--- config.mk ---
export PLATFORM = sky130hd
export DESIGN_NAME = cict_cycle_timer
export DESIGN_NICKNAME = d
export VERILOG_FILES = /design/src/verilog/cict_cycle_timer.v /design/src/verilog/cict_opcode_table.v
export VERILOG_INCLUDE_DIRS = /design/src /design/src/verilog
export SDC_FILE = /design/constraint.sdc
export NUM_CORES = 1
export LEC_CHECK = 0
export BUFFER_PORTS_ARGS = -buffer_cell sky130_fd_sc_hd__buf_4
export CAP_MARGIN = 10
export CORE_UTILIZATION = 57
export DETAILED_ROUTE_END_ITERATION = 8
export GPL_ROUTABILITY_DRIVEN = 0
export PLACE_DENSITY_LB_ADDON = 0.12
export SYNTH_ARGS = -nofsm -noshare
export SYNTH_HDL_FRONTEND = slang
export SYNTH_HIERARCHICAL = 1
export SYNTH_SLANG_ARGS = --single-unit
export TNS_END_PERCENT = 20
--- constraint.sdc ---
create_clock -name ref_clk_in -period 5.6 [get_ports ref_clk_in]
set_input_delay 0.84 -clock ref_clk_in [delete_from_list [all_inputs] [get_ports ref_clk_in]]
set_output_delay 0.84 -clock ref_clk_in [all_outputs]
set_load 0.02 [all_outputs]
--- src/verilog/cict_timing_map.vh ---
// constants for the instruction length and cycle timing decoder
`ifndef CICT_TIMING_MAP_VH
`define CICT_TIMING_MAP_VH
`define CICT_OPC_NOP 8'h00
`define CICT_OPC_SPARE 8'hA5
`define CICT_OPC_INC_DPTR 8'hA3
`define CICT_OPC_MUL 8'hA4
`define CICT_OPC_DIV 8'h84
`define CICT_OPC_DA 8'hD4
`define CICT_OPC_MOV_DIR_DIR 8'h85
`define CICT_OPC_EXTERNAL_DATA_MOVE_RD_RI0 8'hE2
`define CICT_OPC_EXTERNAL_DATA_MOVE_RD_RI1 8'hE3
`define CICT_OPC_EXTERNAL_DATA_MOVE_RD_DP 8'hE0
`define CICT_OPC_EXTERNAL_DATA_MOVE_WR_RI0 8'hF2
`define CICT_OPC_EXTERNAL_DATA_MOVE_WR_RI1 8'hF3
`define CICT_OPC_EXTERNAL_DATA_MOVE_WR_DP 8'hF0
`define CICT_OPC_CLR_A 8'hE4
`define CICT_OPC_CPL_A 8'hF4
`define CICT_OPC_RL_A 8'h23
`define CICT_OPC_RLC_A 8'h33
`define CICT_OPC_RR_A 8'h03
`define CICT_OPC_RRC_A 8'h13
`define CICT_OPC_SWAP_A 8'hC4
`define CICT_OPC_INC_A 8'h04
`define CICT_OPC_DEC_A 8'h14
`define CICT_HI_INC 4'h0
`define CICT_HI_DEC 4'h1
`define CICT_HI_ADD 4'h2
`define CICT_HI_ADD_WITH_CARRY 4'h3
`define CICT_HI_ORL 4'h4
`define CICT_HI_ANL 4'h5
`define CICT_HI_XRL 4'h6
`define CICT_HI_MOV_IMM 4'h7
`define CICT_HI_SUBTRACT_WITH_BORROW 4'h9
`define CICT_HI_MOV_DIR 4'hA
`define CICT_HI_MOV_A_SRC 4'hE
`define CICT_LO_IMM 4'h4
`define CICT_LO_DIR 4'h5
`define CICT_LO_RI0 4'h6
`define CICT_LO_RI1 4'h7
`define CICT_LO_DIR_A 4'h2
`define CICT_LO_DIR_IMM 4'h3
`define CICT_CNT_W 4
`define CICT_CNT_ZERO 4'h0
`define CICT_CNT_ONE 4'h1
`define CICT_LEN_1 2'h1
`define CICT_LEN_2 2'h2
`define CICT_LEN_3 2'h3
`define CICT_CYC_1 4'h1
`define CICT_CYC_2 4'h2
`define CICT_CYC_3 4'h3
`define CICT_CYC_4 4'h4
`define CICT_CYC_8 4'h8
`define CICT_TGT_NONE 2'h0
`define CICT_TGT_ONCHIP 2'h1
`define CICT_TGT_OFFCHIP 2'h2
`define CICT_TGT_FLASH 2'h3
`define CICT_ST_IDLE 1'b0
`define CICT_ST_BUSY 1'b1
`endif

--- src/verilog/cict_cycle_timer.v ---
// instruction timing sequencer for the pipelined core
// How it works
// - count execution in plain clock cycles only
// - cycles usually equal instruction byte count
// - untaken conditional branch ends one cycle sooner
// - external move goes to three targets
// - register arithmetic: one byte, one cycle
// - direct arithmetic: two bytes, two cycles
// - indirect arithmetic: one byte, two cycles
// - immediate to accumulator: two bytes, cycles
// - logic immediate into direct: three, three
// - logic accumulator into direct: two, two
// - accumulator-only operations: one byte, cycle
// - direct to direct move: three, three
// - direct or immediate to register: two
// - indirect move to accumulator: one, two
// - standard encoding kept; only timing differs
// - taken-branch cache miss adds penalty cycles
// - spare opcode behaves exactly as no-op
`timescale 1ns/100ps
`default_nettype none
`include "cict_timing_map.vh"
module cict_cycle_timer (
    input wire ref_clk_in,
    input wire sys_rst_in,
    input wire start_in,
    input wire [7:0] opcode_in,
    input wire branch_in,
    input wire [3:0] branch_cycles_in,
    input wire branch_taken_in,
    input wire cache_miss_in,
    input wire [3:0] miss_penalty_in,
    input wire [1:0] xmove_sel_in,
    output wire ready_out,
    output reg [1:0] length_out,
    output reg [3:0] cycles_out,
    output reg [1:0] xmove_target_out,
    output reg is_nop_out,
    output reg illegal_out,
    output wire done_out
);
    localparam [0:0] ST_IDLE = `CICT_ST_IDLE;
    localparam [0:0] ST_BUSY = `CICT_ST_BUSY;
    reg state_ff;
    reg [3:0] count_ff;
    reg [3:0] nxt_count;
    reg nxt_state;
    reg [3:0] total;
    wire [1:0] t_len;
    wire [3:0] t_cyc;
    wire t_xmove;
    wire t_nop;
    wire t_known;
    wire take;
    cict_opcode_table u_table (
        .opcode_in(opcode_in),
        .length_out(t_len),
        .cycles_out(t_cyc),
        .is_xmove_out(t_xmove),
        .is_nop_out(t_nop),
        .known_out(t_known)
    );
    assign ready_out = (state_ff == ST_IDLE);
    assign take = start_in && ready_out;
    // branch: listed taken count, one less untaken, plus miss penalty when taken
    always @* begin
        total = t_cyc;
        if (branch_in) begin
            if (branch_taken_in) begin
                total = branch_cycles_in;
            end else begin
                total = branch_cycles_in - `CICT_CYC_1;
            end
            if (branch_taken_in && cache_miss_in) begin
                total = total + miss_penalty_in;
            end
        end
    end
    // one count per clock, no machine-cycle grouping
    always @* begin
        nxt_state = state_ff;
        nxt_count = count_ff;
        case (state_ff)
            ST_IDLE: begin
                if (take) begin
                    nxt_count = total;
                    nxt_state = ST_BUSY;
                end
            end
            ST_BUSY: begin
                nxt_count = count_ff - `CICT_CNT_ONE;
                if (count_ff == `CICT_CNT_ONE) begin
                    nxt_state = ST_IDLE;
                end
            end
            default: begin
                nxt_state = ST_IDLE;
                nxt_count = `CICT_CNT_ZERO;
            end
        endcase
    end
    assign done_out = (state_ff == ST_BUSY) &&
        (count_ff == `CICT_CNT_ONE);
    always @(posedge ref_clk_in) begin
        if (sys_rst_in) begin
            state_ff <= ST_IDLE;
            count_ff <= `CICT_CNT_ZERO;
            length_out <= `CICT_LEN_1;
            cycles_out <= `CICT_CYC_1;
            xmove_target_out <= `CICT_TGT_NONE;
            is_nop_out <= 1'b0;
            illegal_out <= 1'b0;
        end else begin
            state_ff <= nxt_state;
            count_ff <= nxt_count;
            if (take) begin
                length_out <= branch_in ? length_out : t_len;
                cycles_out <= total;
                is_nop_out <= t_nop;
                illegal_out <= !t_known && !branch_in;
                if (t_xmove) begin
                    xmove_target_out <= xmove_sel_in;
                end else begin
                    xmove_target_out <= `CICT_TGT_NONE;
                end
            end
        end
    end
endmodule
`default_nettype wire

--- src/verilog/cict_opcode_table.v ---
// combinational opcode length, cycle and class table
`timescale 1ns/100ps
`default_nettype none
`include "cict_timing_map.vh"
module cict_opcode_table (
    input wire [7:0] opcode_in,
    output reg [1:0] length_out,
    output reg [3:0] cycles_out,
    output reg is_xmove_out,
    output reg is_nop_out,
    output reg known_out
);
    wire [3:0] hi;
    wire [3:0] lo;
    wire is_reg;
    wire is_ind;
    assign hi = opcode_in[7:4];
    assign lo = opcode_in[3:0];
    assign is_reg = opcode_in[3];
    assign is_ind = (lo == `CICT_LO_RI0) || (lo == `CICT_LO_RI1);
    always @* begin
        length_out = `CICT_LEN_1;
        cycles_out = `CICT_CYC_1;
        is_xmove_out = 1'b0;
        is_nop_out = 1'b0;
        known_out = 1'b1;
        if (opcode_in == `CICT_OPC_NOP ||
            opcode_in == `CICT_OPC_SPARE) begin
            is_nop_out = 1'b1;
        end else if (opcode_in == `CICT_OPC_MUL) begin
            cycles_out = `CICT_CYC_4;
        end else if (opcode_in == `CICT_OPC_DIV) begin
            cycles_out = `CICT_CYC_8;
        end else if (opcode_in == `CICT_OPC_MOV_DIR_DIR) begin
            length_out = `CICT_LEN_3;
            cycles_out = `CICT_CYC_3;
        end else if (opcode_in == `CICT_OPC_EXTERNAL_DATA_MOVE_RD_RI0 ||
            opcode_in == `CICT_OPC_EXTERNAL_DATA_MOVE_RD_RI1 ||
            opcode_in == `CICT_OPC_EXTERNAL_DATA_MOVE_RD_DP ||
            opcode_in == `CICT_OPC_EXTERNAL_DATA_MOVE_WR_RI0 ||
            opcode_in == `CICT_OPC_EXTERNAL_DATA_MOVE_WR_RI1 ||
            opcode_in == `CICT_OPC_EXTERNAL_DATA_MOVE_WR_DP) begin
            is_xmove_out = 1'b1;
            cycles_out = `CICT_CYC_3;
        end else if (opcode_in == `CICT_OPC_INC_DPTR ||
            opcode_in == `CICT_OPC_DA ||
            opcode_in == `CICT_OPC_CLR_A ||
            opcode_in == `CICT_OPC_CPL_A ||
            opcode_in == `CICT_OPC_RL_A ||
            opcode_in == `CICT_OPC_RLC_A ||
            opcode_in == `CICT_OPC_RR_A ||
            opcode_in == `CICT_OPC_RRC_A ||
            opcode_in == `CICT_OPC_SWAP_A ||
            opcode_in == `CICT_OPC_INC_A ||
            opcode_in == `CICT_OPC_DEC_A) begin
            cycles_out = `CICT_CYC_1;
        end else if (hi == `CICT_HI_INC || hi == `CICT_HI_DEC ||
            hi == `CICT_HI_ADD || hi == `CICT_HI_ADD_WITH_CARRY ||
            hi == `CICT_HI_SUBTRACT_WITH_BORROW || hi == `CICT_HI_MOV_A_SRC ||
            ((hi == `CICT_HI_ORL || hi == `CICT_HI_ANL ||
            hi == `CICT_HI_XRL) && lo > `CICT_LO_DIR_IMM)) begin
            if (is_reg) begin
                cycles_out = `CICT_CYC_1;
            end else if (is_ind) begin
                cycles_out = `CICT_CYC_2;
            end else if (lo == `CICT_LO_DIR) begin
                length_out = `CICT_LEN_2;
                cycles_out = `CICT_CYC_2;
            end else if (lo == `CICT_LO_IMM) begin
                length_out = `CICT_LEN_2;
                cycles_out = `CICT_CYC_2;
            end else begin
                known_out = 1'b0;
            end
        end else if ((hi == `CICT_HI_ORL || hi == `CICT_HI_ANL ||
            hi == `CICT_HI_XRL) && lo == `CICT_LO_DIR_A) begin
            length_out = `CICT_LEN_2;
            cycles_out = `CICT_CYC_2;
        end else if ((hi == `CICT_HI_ORL || hi == `CICT_HI_ANL ||
            hi == `CICT_HI_XRL) && lo == `CICT_LO_DIR_IMM) begin
            length_out = `CICT_LEN_3;
            cycles_out = `CICT_CYC_3;
        end else if ((hi == `CICT_HI_MOV_IMM || hi == `CICT_HI_MOV_DIR)
            && is_reg) begin
            length_out = `CICT_LEN_2;
            cycles_out = `CICT_CYC_2;
        end else if (hi == `CICT_HI_MOV_IMM && lo == `CICT_LO_IMM) begin
            length_out = `CICT_LEN_2;
            cycles_out = `CICT_CYC_2;
        end else begin
            known_out = 1'b0;
        end
    end
endmodule
`default_nettype wire

==> impl_summary.log <==
[metrics] I/O pin count: 36
[metrics] Die Wd: 51.3 um
[metrics] result of the run: complete, no violations
[metrics] class of the most critical hold timing path: reg2reg
[metrics] RSZ-0062 raised after global routing: false
[metrics] leakage power: roughly 0.68 nW
[metrics] Area growth syn-to-layout: 18.8%
[metrics] leading cell type in the layout, fill and taps excluded: sky130_fd_sc_hd__buf_4
[metrics] register area share after synthesis: 21.7%
[metrics] post-synthesis sequential element count: 15
[metrics] number of global-route vias before repair: 1175
[metrics] synth top area cells: sky130_fd_sc_hd__dfxtp_1, sky130_fd_sc_hd__nand2_1, sky130_fd_sc_hd__ha_1, sky130_fd_sc_hd__a21oi_1, sky130_fd_sc_hd__nor2_1
[metrics] fraction of final layout cells sized beyond drive strength 1: 30.2%
[metrics] Synth Flop Type: sky130_fd_sc_hd__dfxtp_1
[metrics] Cell Pwr Density: 178 mW/mm^2
[metrics] Max Slew Vio Count: 0
[metrics] Crit-path slowest cell: sky130_fd_sc_hd__fa_1
[metrics] number of clock sinks: 15
[metrics] Total Die Area: 0.00263 mm^2
[metrics] portion of synthesized cell area occupied by the leading cell type: 21.7%
[metrics] worst setup path endpoint: count_ff[1]
[metrics] Iter 0 DRT Violations: 26
[metrics] CP Capture Type: register
[metrics] highest-count cells in the layout ignoring fill and taps: sky130_fd_sc_hd__buf_4, sky130_fd_sc_hd__nand2_1, sky130_fd_sc_hd__dfxtp_1
[metrics] count of cells resized by post-cts repair: 0
[metrics] residual DRC count: 0
[metrics] total vias in the final route: 1328
[metrics] Worst EP arrival: 2520 ps
[metrics] TritonCTS clock tree: done
[metrics] detailed-routing iteration count for the pre-antenna-repair pass: 4
[metrics] pre-CTS setup slack: 2900 ps
[metrics] Hold Path Depth: 2
[metrics] number of enable-type register cells in the synthesized netlist: 0
[metrics] sum of overflow across all layers after global routing: 0
[metrics] remaining number of nets flagged by the antenna check after routing: 0
[metrics] measured slew at the worst slew-check pin: 543 ps
[metrics] Clock Tree Buf Depth: 2
[metrics] number of antenna violations at the first check in global routing: 0
[metrics] launching element of the worst setup path: branch_cycles_in[0]
[metrics] Crit path required time: roughly 5800 ps
[metrics] total stage count of the critical path: 9
[metrics] clock transition at the register clock pins on the worst setup and hold paths after CTS: 90 ps
[metrics] fill cell count: approximately 200
[metrics] average cell area after synthesis: 7.99 um^2
[metrics] number of buffers inserted during clock tree synthesis: 3
[metrics] number of maximum-capacitance constraint violations: 0
[metrics] placed wire-length estimate after detailed placement: around 2400 um
[metrics] slack of the worst reg-to-reg path: about 4000 ps
[metrics] aggregate routed wire length: 3100 um
[metrics] start-to-end type of the worst setup path: in2reg
[metrics] min cycle time layout: 2370 ps
[metrics] count of standard-cell rows: 17
[metrics] ANT cells: 0
[metrics] xor and xnor area share after synthesis: 4.34%
[metrics] Yosys warning total: 6
[metrics] pin count of the biggest net entering global routing: 19
[metrics] Clk Latency, worst-skew pair: 280 ps
[metrics] number of distinct standard cells referenced by the synthesized netlist: 58
[metrics] Post-Synth Adder-Cell Area: 6.88%
[metrics] biggest area consumer among synthesized cells: sky130_fd_sc_hd__dfxtp_1
[metrics] post-route setup slack: roughly 3200 ps
[metrics] global-route wire length before repair: 5040 um
[metrics] synthesized-area fraction occupied by ao, oa, aoi and oai cells: 23.6%
[metrics] final hold viol count: 0
[metrics] Gate Count Post-Synth: roughly 170
[metrics] net count after synthesis: 204
[metrics] start of the worst register-to-register path: state_ff
[metrics] post-DR wirelength/cell: 13.5 um
[metrics] largest family of logic cells by synthesized area: simple AND/OR/NAND/NOR gates
[metrics] Die Ht: 51.3 um
[metrics] Final period util: 42.3%
[metrics] setup repair bufs after CTS: 0
[metrics] Worst Reg-to-Reg Cells: 4
[metrics] worst slew margin relative to its limit: 63.7%
[metrics] Peak VDD IR: 0.159 mV
[metrics] number of setup violations in the final report: 0
[metrics] Synth Area in Simple Gates: 35.8%
[metrics] crit start category: input pin
[metrics] cell family with the largest share of critical-path delay: adder cells
[metrics] maximum frequency from static timing analysis: 422 MHz
[metrics] Root Buffer Master: sky130_fd_sc_hd__clkbuf_4
[metrics] deepest level of the CTS H-tree: 1
[metrics] summed instance area of the synthesized netlist: 0.00138 mm^2
[metrics] Std-Cell Core Area: between 0.002 and 0.0025 mm^2
[metrics] Synth async-reset ratio: 0%
[metrics] gr usage total: 25.5%
[metrics] vias per cell: 5.77
[metrics] cell-by-cell trace of the critical path: buf_4, inv_1, ha_1, o21ai_0, fa_1, nor2_1, o31ai_1, nand2_1, o311ai_0
[metrics] worst hold path startpoint: xmove_target_out[0]
[metrics] multiplexer share of the synthesized area: 0.724%
[metrics] worst-path fanout max: 3
[metrics] total of buffers placed on input and output ports: 35
[metrics] sum of negative setup slack: 0 ps
[metrics] Hold Buf Count CTS: 0
[metrics] maximum clock skew at final layout: 1.41 ps
[metrics] Total Nets Final: 234
[metrics] starting utilization of the core area: 61.3%
[metrics] worst flop-to-flop path endpoint: cycles_out[3]
[metrics] stage delay of the slowest cell on the critical path: slightly below 500 ps
[metrics] CP Buf/Inv Count: 2
[cell usage after synthesis, types with 3 or more instances]
cell and instances:
sky130_fd_sc_hd__nand2_1 28, sky130_fd_sc_hd__dfxtp_1 15, sky130_fd_sc_hd__a21oi_1 11, sky130_fd_sc_hd__nor2_1 10, sky130_fd_sc_hd__inv_1 8, sky130_fd_sc_hd__ha_1 6, sky130_fd_sc_hd__nor3_1 6, sky130_fd_sc_hd__o21ai_0 6
sky130_fd_sc_hd__nor2b_1 5, sky130_fd_sc_hd__nand3_1 4, sky130_fd_sc_hd__nand3b_1 4, sky130_fd_sc_hd__xnor2_1 4, sky130_fd_sc_hd__a31oi_1 3, sky130_fd_sc_hd__buf_2 3, sky130_fd_sc_hd__buf_6 3, sky130_fd_sc_hd__clkbuf_1 3
sky130_fd_sc_hd__o21ai_2 3
[sequential cells by signal, summed over array words and instances, names as in the netlist]
register and cells:
length_out 2, count_ff 4, is_nop_out 1, state_ff 1, cycles_out 4, illegal_out 1
xmove_target_out 2
[per-layer routing]
| metal | GRT usage, % | share of wire, % | up-vias |
|---|---|---|---|
| met5 | 0 | 0 | - |
| met1 | 29.5 | 44 | 594 |
| met3 | 5.65 | 5.3 | 4 |
| met2 | 46.5 | 50 | 48 |
| met4 | 7.66 | 0.94 | 0 |
| li1 | - | - | 682 |
[where the power goes]
group | internal, W | leakage [nW] | switching [W]
combinational | 0.0000511 | 0.542 | 0.0000578
sequential | 0.000114 | 0.123 | 0.00000612
clock | 0.0000265 | 0.0177 | 0.0000363
[cell families (layout without fill, tap and decap cells)]
kind of cell    count (synthesis)  in the layout
simple gates                   82             82
compound gates                 44             44
flops                          15             15
fa+ha+maj                       7              7
buf+inv                        18             47
xor+xnor                        6              6
mux                             1              1
[metrics by stage]
step	power [W]	instances	hold slack [ps]	utilization [%]	area [um^2]
after detailed placement	0.000231	226	451	71.6	1620
after global routing	0.000311	230	484	72.9	1640
after floorplan	0.000198	173	488	-	1380
after global placement	0.000228	226	439	71.6	1620
after CTS	0.000294	230	464	72.9	1640
final	0.000292	230	463	72.9	1640
[area by class of cell]
type | count | area, um^2 | area share [%]
tap | 28 | 35.0 | 2.13
clock buffer | 3 | 22.5 | 1.37
inverter | 8 | 30.0 | 1.83
sequential | 15 | 300 | 18.3
multi-input combinational | 140 | 987 | 60.1
clock inverter | 1 | 5.00 | 0.305
timing repair buffer | 35 | 263 | 16.0
[worst min-delay path, stage by stage (launching register included)]
cell and delay, ps:
sky130_fd_sc_hd__dfxtp_1 320, sky130_fd_sc_hd__nand2_1 50, sky130_fd_sc_hd__a21oi_1 50
[how the worst min path moves through the flow]
stage | to | slack (ps)
after floorplan | count_ff[2] | 490
after global placement | xmove_target_out[1] | 440
after detailed placement | xmove_target_out[0] | 450
after CTS | xmove_target_out[0] | 460
after global routing | cycles_out[2] | 480
final | xmove_target_out[0] | 460
No activity file was read; power rests on OpenSTA's default activity.
